**config.mk**
```make
export PLATFORM = sky130hd
export DESIGN_NAME = capsh_addr_phase
export DESIGN_NICKNAME = d
export VERILOG_FILES = /design/src/rtl/capsh_pkg.sv /design/src/rtl/capsh_addr_phase.sv /design/src/rtl/capsh_snoop_timer.sv
export SDC_FILE = /design/constraint.sdc
export NUM_CORES = 1
export LEC_CHECK = 0
export BUFFER_PORTS_ARGS = -buffer_cell sky130_fd_sc_hd__buf_2
export CAP_MARGIN = 20
export CORE_MARGIN = 2
export CORE_UTILIZATION = 25
export DETAILED_ROUTE_END_ITERATION = 10
export HOLD_SLACK_MARGIN = 0.06
export SYNTH_ARGS = -nofsm -noshare
export SYNTH_HDL_FRONTEND = slang
export SYNTH_SLANG_ARGS = --single-unit
export TNS_END_PERCENT = 20
```
**constraint.sdc**
```tcl
create_clock -name core_clk -period 4.25 [get_ports core_clk]
set_input_delay 0.2125 -clock core_clk [delete_from_list [all_inputs] [get_ports core_clk]]
set_output_delay 0.2125 -clock core_clk [all_outputs]
set_load 0.03 [all_outputs]
```
**src/rtl/capsh_pkg.sv**
```systemverilog
package capsh_pkg;
    localparam int CAPSH_AW = 30;           // Address lines 31..2
    localparam int CAPSH_LW = 28;           // Line address lines 31..4
    localparam int CAPSH_A20_POS = 18;      // Bit 20 within the 31..2 field
    localparam int CAPSH_SNOOP_WAIT = 2;    // Clocks from hold to first snoop sample
    localparam logic [29:0] CAPSH_ADDR_RST = 30'h0;

    // Cycle request from the core
    typedef struct packed {
        logic [CAPSH_AW-1:0] addr;
        logic [3:0] cyc_def;
    } capsh_req_t;

    // Pin group for the address bus
    typedef struct packed {
        logic [CAPSH_AW-1:0] addr_out;
        logic addr_oe;
        logic strobe_n;
        logic strobe_oe;
        logic [3:0] cyc_def;
    } capsh_pins_t;

    typedef enum logic [1:0] {
        CAPSH_IDLE = 2'b00,
        CAPSH_ADDR = 2'b01,
        CAPSH_DATA = 2'b10
    } capsh_state_t;
endpackage

```
**src/rtl/capsh_addr_phase.sv**
```systemverilog
`timescale 1ns/10ps
// Address phase, strobe, and snoop hold handling of the external bus
module capsh_addr_phase
    import capsh_pkg::*;
(
    input wire logic core_clk,
    input wire logic rst,
    input wire logic addr_bit20_mask_n,
    input wire logic addr_hold_req,
    input wire logic bus_hold,
    input wire logic ext_snoop_strobe_n,
    input wire logic [CAPSH_LW-1:0] line_addr_lines_in,
    input wire logic cyc_valid,
    input wire capsh_req_t cyc_req,
    input wire logic cyc_done,
    input wire logic snoop_hit_dirty,
    input wire logic [CAPSH_LW-1:0] snoop_victim_line,
    output logic cyc_accept,
    output logic [CAPSH_AW-1:0] phys_addr_lines,
    output logic phys_addr_oe,
    output logic addr_strobe_n,
    output logic addr_strobe_oe,
    output logic [3:0] cyc_def_out,
    output logic [CAPSH_AW-1:0] lookup_addr,
    output logic snoop_valid,
    output logic [CAPSH_LW-1:0] snoop_line,
    output logic snoop_hit_modified_n,
    output logic data_bus_active
);
    capsh_state_t state; // Bus cycle sequencer
    capsh_state_t next_state;
    logic window; // Snoop strobe sampling allowed
    logic snoop_gap; // Clock after a taken snoop
    logic wb_pending; // Write-back owed for a modified hit
    logic [CAPSH_LW-1:0] wb_line; // Line to write back
    logic [CAPSH_AW-1:0] masked_addr; // Core address after bit-20 masking
    logic start_wb; // Launch write-back cycle
    logic start_req; // Launch core cycle
    logic snoop_take; // Snoop strobe accepted this clock

    capsh_snoop_timer #(
        .WAIT(CAPSH_SNOOP_WAIT)
    ) u_timer (
        .core_clk(core_clk),
        .rst(rst),
        .hold(addr_hold_req),
        .window(window)
    );

    // Bit 20 cleared while mask low, so addresses wrap at 1 Mbyte
    always_comb begin
        masked_addr = cyc_req.addr;
        if (!addr_bit20_mask_n) begin
            masked_addr[CAPSH_A20_POS] = 1'b0;
        end
    end

    // Snoop accepted only in window, not in the clock after another or during a hit
    assign snoop_take = window && !ext_snoop_strobe_n && !snoop_gap
        && snoop_hit_modified_n;
    // Write-back may start under address hold but not bus hold
    assign start_wb = (state == CAPSH_IDLE) && wb_pending && !bus_hold && !rst;
    // Core cycles wait until both holds are gone
    assign start_req = (state == CAPSH_IDLE) && !wb_pending && cyc_valid
        && !addr_hold_req && !bus_hold && !rst;

    // Sequencer next state
    always_comb begin
        next_state = state;
        case (state)
            CAPSH_IDLE: begin
                if (start_wb || start_req) begin
                    next_state = CAPSH_ADDR;
                end
            end
            CAPSH_ADDR: begin
                next_state = CAPSH_DATA;
            end
            CAPSH_DATA: begin
                // Data finishes even under address hold
                if (cyc_done) begin
                    next_state = CAPSH_IDLE;
                end
            end
            default: begin
                next_state = CAPSH_IDLE;
            end
        endcase
    end

    // Sequencer state register
    always_ff @(posedge core_clk) begin
        if (rst) begin
            state <= CAPSH_IDLE;
        end else begin
            state <= next_state;
        end
    end

    // Address and strobe pins; strobe only in the one address clock
    always_ff @(posedge core_clk) begin
        if (rst) begin
            phys_addr_lines <= CAPSH_ADDR_RST;
            addr_strobe_n <= 1'b1;
            cyc_def_out <= 4'h0;
        end else if (start_wb) begin
            phys_addr_lines <= {wb_line, 2'b00};
            addr_strobe_n <= 1'b0;
            cyc_def_out <= 4'hF;
        end else if (start_req) begin
            phys_addr_lines <= masked_addr;
            addr_strobe_n <= 1'b0;
            cyc_def_out <= cyc_req.cyc_def;
        end else begin
            addr_strobe_n <= 1'b1;
        end
    end

    // Drive enables: float on holds, but write-back overrides address hold
    always_ff @(posedge core_clk) begin
        if (start_wb) begin
            phys_addr_oe <= 1'b1;
        end else if (bus_hold || addr_hold_req) begin
            phys_addr_oe <= 1'b0;
        end else if (rst) begin
            phys_addr_oe <= 1'b0;
        end else if (start_req) begin
            // After a hold the lines must come back with the strobe, not a clock late
            phys_addr_oe <= 1'b1;
        end else if (next_state == CAPSH_IDLE && state == CAPSH_IDLE) begin
            phys_addr_oe <= 1'b1;
        end
    end

    // Strobe pin floats under bus hold or reset only
    always_ff @(posedge core_clk) begin
        addr_strobe_oe <= !bus_hold && !rst;
    end

    // Core handshake and data bus activity flag
    always_ff @(posedge core_clk) begin
        cyc_accept <= start_req && !rst;
        data_bus_active <= !rst && (next_state == CAPSH_DATA);
    end

    // Snoop sampling of incoming line address, one clock gap afterwards
    always_ff @(posedge core_clk) begin
        snoop_gap <= snoop_take;
        snoop_valid <= snoop_take;
        if (snoop_take) begin
            snoop_line <= line_addr_lines_in;
        end
    end

    // Modified-hit bookkeeping; set wins over clear in the same clock
    always_ff @(posedge core_clk) begin
        if (snoop_hit_dirty && snoop_valid) begin
            wb_pending <= 1'b1;
            wb_line <= snoop_victim_line;
            snoop_hit_modified_n <= 1'b0;
        end else if (rst && !addr_hold_req) begin
            wb_pending <= 1'b0;
            snoop_hit_modified_n <= 1'b1;
        end else if (start_wb) begin
            wb_pending <= 1'b0;
        end else if (state == CAPSH_DATA && cyc_done && !wb_pending) begin
            snoop_hit_modified_n <= 1'b1;
        end
    end

    // Cache lookup address also masked
    always_ff @(posedge core_clk) begin
        lookup_addr <= masked_addr;
    end

    AST_STROBE_ONE: assert property (@(posedge core_clk) disable iff (rst)
        !addr_strobe_n |=> addr_strobe_n)
        else $error("strobe longer than one clock");
    AST_STROBE_ADDR: assert property (@(posedge core_clk) disable iff (rst)
        !addr_strobe_n |-> phys_addr_oe)
        else $error("strobe without driven address");
    AST_STROBE_NEW: assert property (@(posedge core_clk) disable iff (rst)
        $fell(addr_strobe_n) |-> $rose(phys_addr_oe) || $past(phys_addr_oe))
        else $error("strobe not with address");
    AST_HOLD_FLOAT: assert property (@(posedge core_clk)
        addr_hold_req && !snoop_hit_dirty && wb_pending == 1'b0 |=> !phys_addr_oe)
        else $error("address driven after hold");
    AST_BUS_FLOAT: assert property (@(posedge core_clk)
        bus_hold |=> !phys_addr_oe && !addr_strobe_oe)
        else $error("pins driven in bus hold");
    AST_A20: assert property (@(posedge core_clk) disable iff (rst)
        start_req && !addr_bit20_mask_n |=> !phys_addr_lines[CAPSH_A20_POS])
        else $error("bit 20 not masked");
    AST_WINDOW: assert property (@(posedge core_clk)
        snoop_take |-> $past(addr_hold_req, 2) && $past(addr_hold_req))
        else $error("snoop sampled too early");
    AST_WB: assert property (@(posedge core_clk) disable iff (rst)
        start_wb |=> !addr_strobe_n ##1 state == CAPSH_DATA)
        else $error("write-back not launched");
    AST_DATA_RUN: assert property (@(posedge core_clk) disable iff (rst)
        state == CAPSH_DATA && !cyc_done |=> state == CAPSH_DATA)
        else $error("data phase dropped");
    CVR_SNOOP: cover property (@(posedge core_clk) snoop_take);
    CVR_WB: cover property (@(posedge core_clk) start_wb && addr_hold_req);
    CVR_CYCLE: cover property (@(posedge core_clk) start_req ##1 !addr_strobe_n);
endmodule

```
**src/rtl/capsh_snoop_timer.sv**
```systemverilog
`timescale 1ns/10ps
// Counts clocks since hold asserted; opens snoop sampling window
module capsh_snoop_timer
    import capsh_pkg::*;
#(
    parameter int WAIT = CAPSH_SNOOP_WAIT
) (
    input wire logic core_clk,
    input wire logic rst,
    input wire logic hold,
    output logic window
);
    logic [1:0] count; // Saturating clock count under hold

    // Restart on every hold release; reset does not clear it
    always_ff @(posedge core_clk) begin
        if (!hold) begin
            count <= 2'h0;
        end else if (count != WAIT[1:0]) begin
            count <= count + 2'h1;
        end
    end

    // First sample at the second clock after hold assertion
    assign window = hold && (count == WAIT[1:0]);
endmodule

```
==> results of run 1 <==
## tightest hold or removal path, cell delays in order
cell	delay, ps
buf_2	100
nand3_1	70
a31oi_1	80
## layout by cell type (no fill, tap or decap), drive strengths merged, types with 2 or more instances in the layout
master / netlist / final
edfxtp: 56 / 56
nor2: 7 / 7
or3b: 2 / 2
nand2: 4 / 4
buf: 24 / 204
nor3: 4 / 4
o21ai: 18 / 18
clkinvlp: 0 / 4
dfxtp: 76 / 76
inv: 5 / 6
bufinv: 0 / 2
dlygate4sd3: 0 / 89
a31oi: 31 / 31
clkinv: 0 / 5
a21oi: 3 / 3
and2: 3 / 3
o221ai: 18 / 18
o31ai: 12 / 12
clkbuf: 8 / 19
nand3: 52 / 52
## report_power, final
group	leakage (nW)	internal (mW)	switching [mW]	total (mW)
Sequential	1.13	1.40	0.0414	1.44
Clock	0.277	0.890	0.546	1.44
Combinational	1.47	0.182	0.277	0.459
Total	2.87	2.47	0.864	3.34
## logic make-up (layout without fill, tap and decap cells)
family / after synthesis / in the layout
AOI/OAI and AO/OA: 84 / 84
xor gates and xnor gates: 1 / 1
adders and majority gates: 1 / 1
buffers and inverters: 37 / 329
DFF: 132 / 132
muxes: 1 / 1
and+or+nand+nor: 78 / 78
## state kept, by name, summed over array words and instances, names as in the netlist
name	cells
snoop_line	28
snoop_hit_modified_n	1
phys_addr_lines	30
wb_pending	1
snoop_gap	1
wb_line	28
phys_addr_oe	1
u_timer.count	2
cyc_accept	1
lookup_addr	30
cyc_def_out	4
addr_strobe_n	1
state	2
data_bus_active	1
addr_strobe_oe	1
## layer usage
layer / vias to the layer above / part of all wire, %
li1: 1842 / -
met3: 27 / 7.9
met2: 207 / 50
met1: 1830 / 40
met5: - / 0
met4: 0 / 2.1
## cell type report
cell class	instances	area [um2]
clock inverter	12	131
fill	1633	10200
tap	225	282
timing repair buffer	293	1990
clock buffer	19	453
inverter	5	18.8
multi-input combinational	165	1040
sequential	132	3200
## repair_timing
action,in CTS,in global routing
hold buffers,89,0
hold endpoints to repair,88,0
resized for setup,0,0
## through the flow
stage / area (um2) / std cells / setup slack [ps]
2_1_floorplan: 4460 / 334 / 1200
3_3_place_gp: 5540 / 726 / 1860
3_5_place_dp: 5560 / 727 / 1720
4_1_cts: 7030 / 847 / 1730
5_1_grt: 7110 / 851 / 1590
6_report: 7110 / 851 / 1740
## cells in the mapped netlist
master / n / share of area (%)
clkbuf_1: 8 / 0.67
buf_6: 10 / 2.5
nor2_1: 7 / 0.59
nand2_1: 4 / 0.34
o221ai_1: 18 / 3.5
nand3_1: 52 / 5.8
or3_1: 1 / 0.14
nor3_2: 1 / 0.22
and4bb_2: 1 / 0.28
or2_2: 1 / 0.14
o21ai_0: 14 / 1.6
o31ai_1: 12 / 2.0
edfxtp_1: 56 / 38
nor3_1: 3 / 0.34
a211oi_1: 1 / 0.17
buf_2: 10 / 1.1
a21oi_1: 3 / 0.34
dfxtp_1: 76 / 34
ha_1: 1 / 0.28
o21ai_1: 4 / 0.45
and2_1: 3 / 0.42
xnor2_1: 1 / 0.20
a31oi_1: 31 / 4.4
inv_1: 5 / 0.42
nor2b_1: 1 / 0.14
o21a_1: 1 / 0.17
buf_4: 4 / 0.67
nor4_2: 1 / 0.28
nor3b_2: 1 / 0.28
or3b_1: 2 / 0.39
mux2i_1: 1 / 0.22
## worst max path at each step
stage                     start                  end  slack (ps)  depth (start not counted)
2_1_floorplan  u_timer.count[0]        snoop_line[0]        1200                          4
3_3_place_gp                rst        addr_strobe_n        1860                          4
3_5_place_dp                rst  phys_addr_lines[28]        1720                          4
4_1_cts              wb_pending  phys_addr_lines[10]        1730                          3
5_1_grt              wb_pending  phys_addr_lines[10]        1590                          3
6_report             wb_pending  phys_addr_lines[10]        1740                          3
==> results by group, run 1 <==
Worst setup path
  • CP cell instances: or3b_1 > o31ai_1 > a31oi_1
  • CP peak stage delay: 930 ps
  • Setup crit end kind: flop
  • Worst reg-to-reg setup slack: 1740 ps
  • Setup CP Type: flop to flop
  • Crit Reg-Reg Startpoint: wb_pending
  • Crit path DAT: 2780 ps
  • Crit-path slowest cell: dfxtp_1
  • CP Data Required Time: 4510 ps
  • R2R cell count: 3
  • Reg2reg end: phys_addr_lines[10]
  • Worst Path Buf+Inv: 0
  • Top Family by Delay on Critical Path: flip-flops
  • Crit start category: flop
  • Largest fanout on the critical path: 28

STA
  • Worst clock skew: 8.70 ps
  • Worst slew pin tran: 1050 ps
  • WHS: 96.3 ps
  • Final period util: 59.1%
  • Max-slew violation count: 0
  • Rel. slew slack: 29.8%
  • RSZ-0062 raised after global routing: no
  • Final hold vios: 0
  • Fmax achieved: 398 MHz
  • Fin crit period: 2510 ps
  • Final setup viols: 0
  • Setup TNS: 0 ps

Die
  • Die ar.: 18,900 um2
  • Die Y: 138 um
  • Die Wd: 138 um
  • Core footprint: 17,400 um2
  • Rows: 48
  • Initial Utilization: 25.7%
  • Ports: 198

Finish
  • Layout cells sized above 1: 38.5%
  • Layout Utilization: 41.0%
  • Nets: 714
  • ANT cells: 0
  • Syn-to-layout area delta: 59.6%

Placed design
  • GPL Wtd Cong: 0.687
  • Port-buffer cells: 197
  • DP HPWL: 9210 um

Routing
  • Post-route antenna net violation count: 0
  • Drt wl/cell: 16.6 um
  • Vias/cell: 4.59
  • 1st-pass router iterations: 5
  • Via count: 3,906
  • DRT iter0 DRCs: 186
  • Total Wirelength: 14,200 um
  • DRC: 0

Synth
  • Largest family of logic cells by synthesized area: compound AO/OA/AOI/OAI gates
  • Syn_area_per_cell: 13.3 um2
  • Syn. warnings: 0
  • Cells after synthesis: 334
  • Simple-gate portion of the synthesized area: 9.40%
  • Post-synthesis mux area share: 0.225%
  • Yosys reg bits: 132
  • Post-synthesis cell area: 4460 um2
  • Synth Area in Adders: 0.281%
  • Sequential-to-total area share from yosys stat: 71.9%
  • Yosys cell types: 31
  • Synth Area in XOR/XNOR: 0.197%
  • Compound-Gate Fraction of Synth Area: 12.6%
  • Synth Net Count: 434

Hold path
  • Hold Path Depth: 3
  • HP Class: input pin to flop
  • Hold path endpoint: cyc_def_out[1]
  • Hold Crit Start: cyc_req[1]

Clocking
  • Num CTS Buffers: 17
  • Register clock-pin slew on the reported worst setup and hold paths: 60 ps
  • CTS H-Tree Depth: 4
  • Clk Tree Root Cell: clkbuf_16
  • Post-CTS setup buffers: 0
  • Worst-Skew Late Latency: 420 ps
  • Clock sink count: 132
  • CTS tree: yes
  • Max clock buf depth: 2

Global route
  • Largest net degree at the start of global routing: 36
  • Gr ovfl total: 0
  • Initial antenna violation count: 0
  • Total Routing Usage GR: 14.5%
  • First-pass GRT wire length: 20,300 um
  • Busiest grt layer: met2
  • Met3 global-route usage: 5.08%
  • Vias in the first global route: 3,843
  • GRT met2 Usage: 25.2%
  • Met1 Usage GRT: 16.4%

Power and ir drop
  • Leak pwr: 2.87 nW
  • PwrDens: 469 nW/um2
  • Total chip power: 3.34 mW
  • Worst VDD drop: 0.281 mV

Run status
  • Outcome: completed

Flow run
  • Max-cap violations: 0
Power figures use the tool's default switching activity.
==> run 2, diff against run 1 <==
- clock period: 4.25 -> 2.35 ns (I/O delays scaled with it)
==> results by group, run 2 (same netlist as run 1, synthesis figures left out) <==
Global route
  • Largest net degree at the start of global routing: 36 (unchanged)
  • Vias in the first global route: 4,008 (+4.3%)
  • Total Routing Usage GR: 14.5% (about the same)
  • Gr ovfl total: 0 (unchanged)
  • First-pass GRT wire length: 20,300 um (about the same)
  • Initial antenna violation count: 0 (unchanged)

Finish
  • Commonest non-fill, non-tap cell in the layout: buf_2
  • # fillers: 1,621 (-0.73%)
  • Largest regs: lookup_addr x30, phys_addr_lines x30
  • Fin cells: 863 (+1.4%)
  • Layout cells sized above 1: 38.6% (+0.060 points)
  • ANT cells: 0 (unchanged)
  • Nets: 725 (+1.5%)
  • Syn-to-layout area delta: 60.4%
  • Most frequent cells in the layout: buf_2, dlygate4sd3_1, dfxtp_1, edfxtp_1, nand3_1

Worst setup path
  • Setup CP Type: flop to flop
  • Crit-path slowest cell: or3b_1
  • Top Family by Delay on Critical Path: simple AND/OR/NAND/NOR gates
  • Setup crit end kind: flop
  • CP cell instances: or3b_1 > buf_4 > o221ai_1 > a31oi_1
  • Worst Path Buf+Inv: 1 (+1)
  • CP peak stage delay: 620 ps (-310 ps)
  • Crit path DAT: 2190 ps (-590 ps)
  • CP Data Required Time: 2650 ps (-1860 ps)
  • Crit start category: flop
  • Largest fanout on the critical path: 15 (-46%)

STA
  • Final hold vios: 0 (unchanged)
  • Worst clock skew: 19.3 ps (+10.6 ps)
  • Worst slew pin tran: 548 ps (-506 ps)
  • Fmax achieved: 527 MHz (+33%)
  • RSZ-0062 raised after global routing: no
  • Rel. slew slack: 63.4% (+34 points)
  • Final period util: 80.7% (+22 points)
  • Max-slew violation count: 0 (unchanged)
  • Setup TNS: 0 ps (unchanged)
  • Fin crit period: 1900 ps (-617 ps)
  • Final setup viols: 0 (unchanged)

Clocking
  • Post-cts resize count: 0 (unchanged)
  • Worst-Skew Late Latency: 420 ps (about the same)
  • CTS tree: yes
  • Clock sink count: 132 (unchanged)
  • CTS H-Tree Depth: 4 (unchanged)
  • Clk Tree Root Cell: clkbuf_16
  • Max clock buf depth: 2 (unchanged)
  • Register clock-pin slew on the reported worst setup and hold paths: 60 ps (about the same)
  • Num CTS Buffers: 17 (unchanged)

Routing
  • Via count: 3,900 (-0.15%)
  • DRC: 0 (unchanged)
  • 1st-pass router iterations: 6 (+1)
  • Routed wl met3: 969 um (-14%)
  • Total Wirelength: 13,900 um (-1.9%)
  • Post-route antenna net violation count: 0 (unchanged)
  • Metal2 WL: 7110 um (unchanged)
  • DR top layer: met4
  • Vias/cell: 4.52 (-1.5%)
  • M1 WL: 5620 um (-0.28%)
  • Drt wl/cell: 16.1 um (-3.3%)
  • DRT iter0 DRCs: 214 (+15%)

Placed design
  • Placed cell count: 737 (+1.4%)
  • Port-buffer cells: 197 (unchanged)
  • DP HPWL: 9430 um (+2.4%)
  • GPL Wtd Cong: 0.742 (+8.0%)

Die
  • Ports: 198 (unchanged)
  • Core footprint: 17,400 um2 (unchanged)
  • Die ar.: 18,900 um2 (unchanged)
  • Die Y: 138 um (unchanged)
  • Initial Utilization: 25.7% (unchanged)
  • Rows: 48 (unchanged)
  • Die Wd: 138 um (unchanged)

Flow run
  • Max-cap violations: 0 (unchanged)

Run status
  • Outcome: completed

Power and ir drop
  • Leak pwr: 2.90 nW (+0.77%)
  • PwrDens: 840 nW/um2 (+79%)
  • Worst VDD drop: 0.528 mV (+88%)

Hold path
  • HP Class: input pin to flop
==> run 2: cell count changes in the layout (fill, tap and decap cells not counted) <==
cell | before | now
buf_6 | 1 | 0
nor3_2 | 1 | 0
dlygate4sd3_1 | 89 | 94
clkbuf_1 | 0 | 2
buf_4 | 2 | 13
clkbuf_8 | 2 | 1
buf_8 | 2 | 0
buf_16 | 2 | 0
nor3_4 | 1 | 2
==> run 2: worst paths after layout <==
check / startpoint / endpoint / slack, ps / cells after the start
worst min register to register: phys_addr_lines[1] / phys_addr_lines[1] / 470 / 2
worst min-delay path: cyc_done / data_bus_active / 120 / 4
worst max register to register: wb_pending / phys_addr_lines[19] / 450 / 4
worst max-delay path: wb_pending / phys_addr_lines[19] / 450 / 4
==> run 2: timing repair <==
action,4_1_cts,5_1_grt
hold buffers,94,0
setup buffers,0,0
hold endpoints to repair,126,0
==> run 2: through the flow <==
stage | setup slack (ps) | util [%] | total power, mW | hold WS (ps) | cell area, um2
floorplan | 157 | - | 3.09 | 145 | 4460
global placement | 618 | 32.4 | 3.33 | 241 | 5630
detailed placement | 499 | 32.4 | 3.35 | 239 | 5630
CTS | 485 | 41.2 | 6.08 | 111 | 7150
global route | 372 | 41.2 | 6.24 | 157 | 7150
finish | 454 | 41.2 | 6.01 | 119 | 7150
==> run 2: layer usage <==
layer,track usage (%),vias up
li1,-,1857
met1,16.0,1847
met2,25.7,177
met3,4.27,19
met4,6.70,0
met5,0,-
==> run 2: layout make-up <==
cell class / instances / area [um2] / area share (%)
tap: 225 / 282 / 3.94
sequential: 132 / 3200 / 44.8
clock buffer: 20 / 447 / 6.25
inverter: 5 / 18.8 / 0.262
multi-input combinational: 165 / 1040 / 14.6
timing repair buffer: 304 / 2020 / 28.3
clock inverter: 12 / 131 / 1.84
==> run 2: power breakdown <==
group	switching, mW	internal [mW]	total, mW
clock network	0.991	1.59	2.58
registers	0.0656	2.53	2.60
logic	0.504	0.328	0.832
==> run 2: tightest hold or removal path, delay by kind of cell <==
kind / cells / cell delay, ps
mux: 1 / 180
buf+inv: 1 / 90
simple gates: 2 / 100
==> run 3, diff against run 2 <==
- clock period: 2.35 -> 1.7 ns (I/O delays scaled with it)
==> results by group, run 3 (same netlist as run 1, synthesis figures left out) <==
Placed design
  • Placed cell count: 742 (+0.68%)
  • GPL Wtd Cong: 0.763 (+2.9%)
  • Port-buffer cells: 197 (unchanged)
  • DP HPWL: 9430 um (about the same)

Power and ir drop
  • Leak pwr: 2.97 nW (+2.4%)
  • PwrDens: 1150 nW/um2 (+37%)
  • Worst VDD drop: 0.761 mV (+44%)

Flow run
  • Max-cap violations: 0 (unchanged)

Routing
  • Drt wl/cell: 15.8 um (-1.6%)
  • DRT iter0 DRCs: 206 (-3.7%)
  • DRC: 0 (unchanged)
  • Total Wirelength: 13,800 um (-0.84%)
  • Post-route antenna net violation count: 0 (unchanged)
  • Vias/cell: 4.51 (-0.14%)
  • Via count: 3,926 (+0.67%)
  • 1st-pass router iterations: 5 (-1)

STA
  • Max-slew violation count: 0 (unchanged)
  • Rel. slew slack: 63.1% (-0.31 points)
  • Worst clock skew: 6.11 ps (-13.2 ps)
  • Final setup viols: 0 (unchanged)
  • Fin crit period: 1560 ps (-336 ps)
  • Worst slew pin tran: 552 ps (+4.65 ps)
  • Fmax achieved: 641 MHz (+22%)
  • WHS: 131 ps (+12.1 ps)
  • Final hold vios: 0 (unchanged)
  • Final period util: 91.8% (+11 points)
  • RSZ-0062 raised after global routing: no

Global route
  • Total Routing Usage GR: 14.7% (+0.12 points)
  • Gr ovfl total: 0 (unchanged)
  • First-pass GRT wire length: 20,600 um (+1.5%)
  • Largest net degree at the start of global routing: 30 (-17%)
  • Initial antenna violation count: 0 (unchanged)
  • Vias in the first global route: 3,983 (-0.62%)

Clocking
  • Clk Tree Root Cell: clkbuf_16
  • Register clock-pin slew on the reported worst setup and hold paths: 60 ps (about the same)
  • Clock sink count: 132 (unchanged)
  • Post-cts resize count: 0 (unchanged)
  • CTS H-Tree Depth: 4 (unchanged)
  • Worst-Skew Late Latency: 420 ps (about the same)
  • Num CTS Buffers: 17 (unchanged)
  • CTS tree: yes
  • Max clock buf depth: 2 (unchanged)

Finish
  • Nets: 732 (+0.97%)
  • # fillers: 1,598 (-1.4%)
  • Most frequent cells in the layout: buf_2, dlygate4sd3_1, dfxtp_1, edfxtp_1, nand3_1
  • ANT cells: 0 (unchanged)
  • Syn-to-layout area delta: 63.4%
  • Fin cells: 870 (+0.81%)
  • Layout cells sized above 1: 40.2% (+1.6 points)
  • Largest regs: lookup_addr x30, phys_addr_lines x30
  • Commonest non-fill, non-tap cell in the layout: buf_2

Die
  • Core footprint: 17,400 um2 (unchanged)
  • Rows: 48 (unchanged)
  • Die Y: 138 um (unchanged)
  • Die Wd: 138 um (unchanged)
  • Ports: 198 (unchanged)
  • Initial Utilization: 25.7% (unchanged)
  • Die ar.: 18,900 um2 (unchanged)

Worst setup path
  • Crit start category: flop
  • Largest fanout on the critical path: 28 (+13)
  • Setup CP Type: flop to flop
  • CP Data Required Time: 2000 ps (-650 ps)
  • R2R cell count: 4 (unchanged)
  • Setup crit end kind: flop
  • Crit path DAT: 1850 ps (-340 ps)

Run status
  • Outcome: completed

Hold path
  • Hold Path Depth: 4 (unchanged)
  • HP Class: input pin to flop
[run 3: worst paths after layout]
kind                                         start                   to  slack, ps
worst max-delay path                      state[0]   phys_addr_lines[2]        140
worst min-delay path             addr_bit20_mask_n  phys_addr_lines[18]        130
worst max register to register            state[0]   phys_addr_lines[2]        140
worst min register to register  phys_addr_lines[1]   phys_addr_lines[1]        490
[run 3: where the power goes]
group / switching (mW) / internal [mW] / total (mW)
clock network: 1.43 / 2.17 / 3.59
registers: 0.0893 / 3.50 / 3.59
logic: 0.716 / 0.502 / 1.22
[run 3: cell type report]
| cell class | instances | area [um2] | share of cell area [%] |
|---|---|---|---|
| tap | 225 | 282 | 3.86 |
| inverter | 5 | 18.8 | 0.258 |
| clock buffer | 21 | 508 | 6.97 |
| clock inverter | 11 | 87.6 | 1.20 |
| multi-input combinational | 165 | 1060 | 14.6 |
| sequential | 132 | 3210 | 44.0 |
| timing repair buffer | 311 | 2120 | 29.1 |
[run 3: critical path, cell delays in order (launching register included)]
cell,delay (ps)
dfxtp_1,410
or3b_1,410
buf_4,240
o221ai_1,250
a31oi_1,110
[run 3: layer usage]
| layer | part of all wire [%] | up-vias | global-route usage (%) |
|---|---|---|---|
| li1 | - | 1874 | - |
| met1 | 40 | 1865 | 16.6 |
| met2 | 52 | 174 | 25.5 |
| met3 | 7.1 | 13 | 4.97 |
| met4 | 1.2 | 0 | 5.50 |
| met5 | 0 | - | 0 |
[run 3: repair_timing]
item                                   4_1_cts  5_1_grt
setup buffers                                0        0
endpoints found under the hold margin      125        0
hold buffers                                96        0
[run 3: per-stage QoR]
step	setup WS (ps)	power, mW	TNS (ps)	cell area [um2]	utilization [%]
6_report	140	8.40	0	7280	42.0
5_1_grt	11.7	8.75	0	7280	42.0
4_1_cts	144	8.51	0	7280	42.0
3_5_place_dp	149	4.71	0	5730	33.0
3_3_place_gp	222	4.67	0	5730	33.0
2_1_floorplan	-54.8	4.31	-1530	4490	-
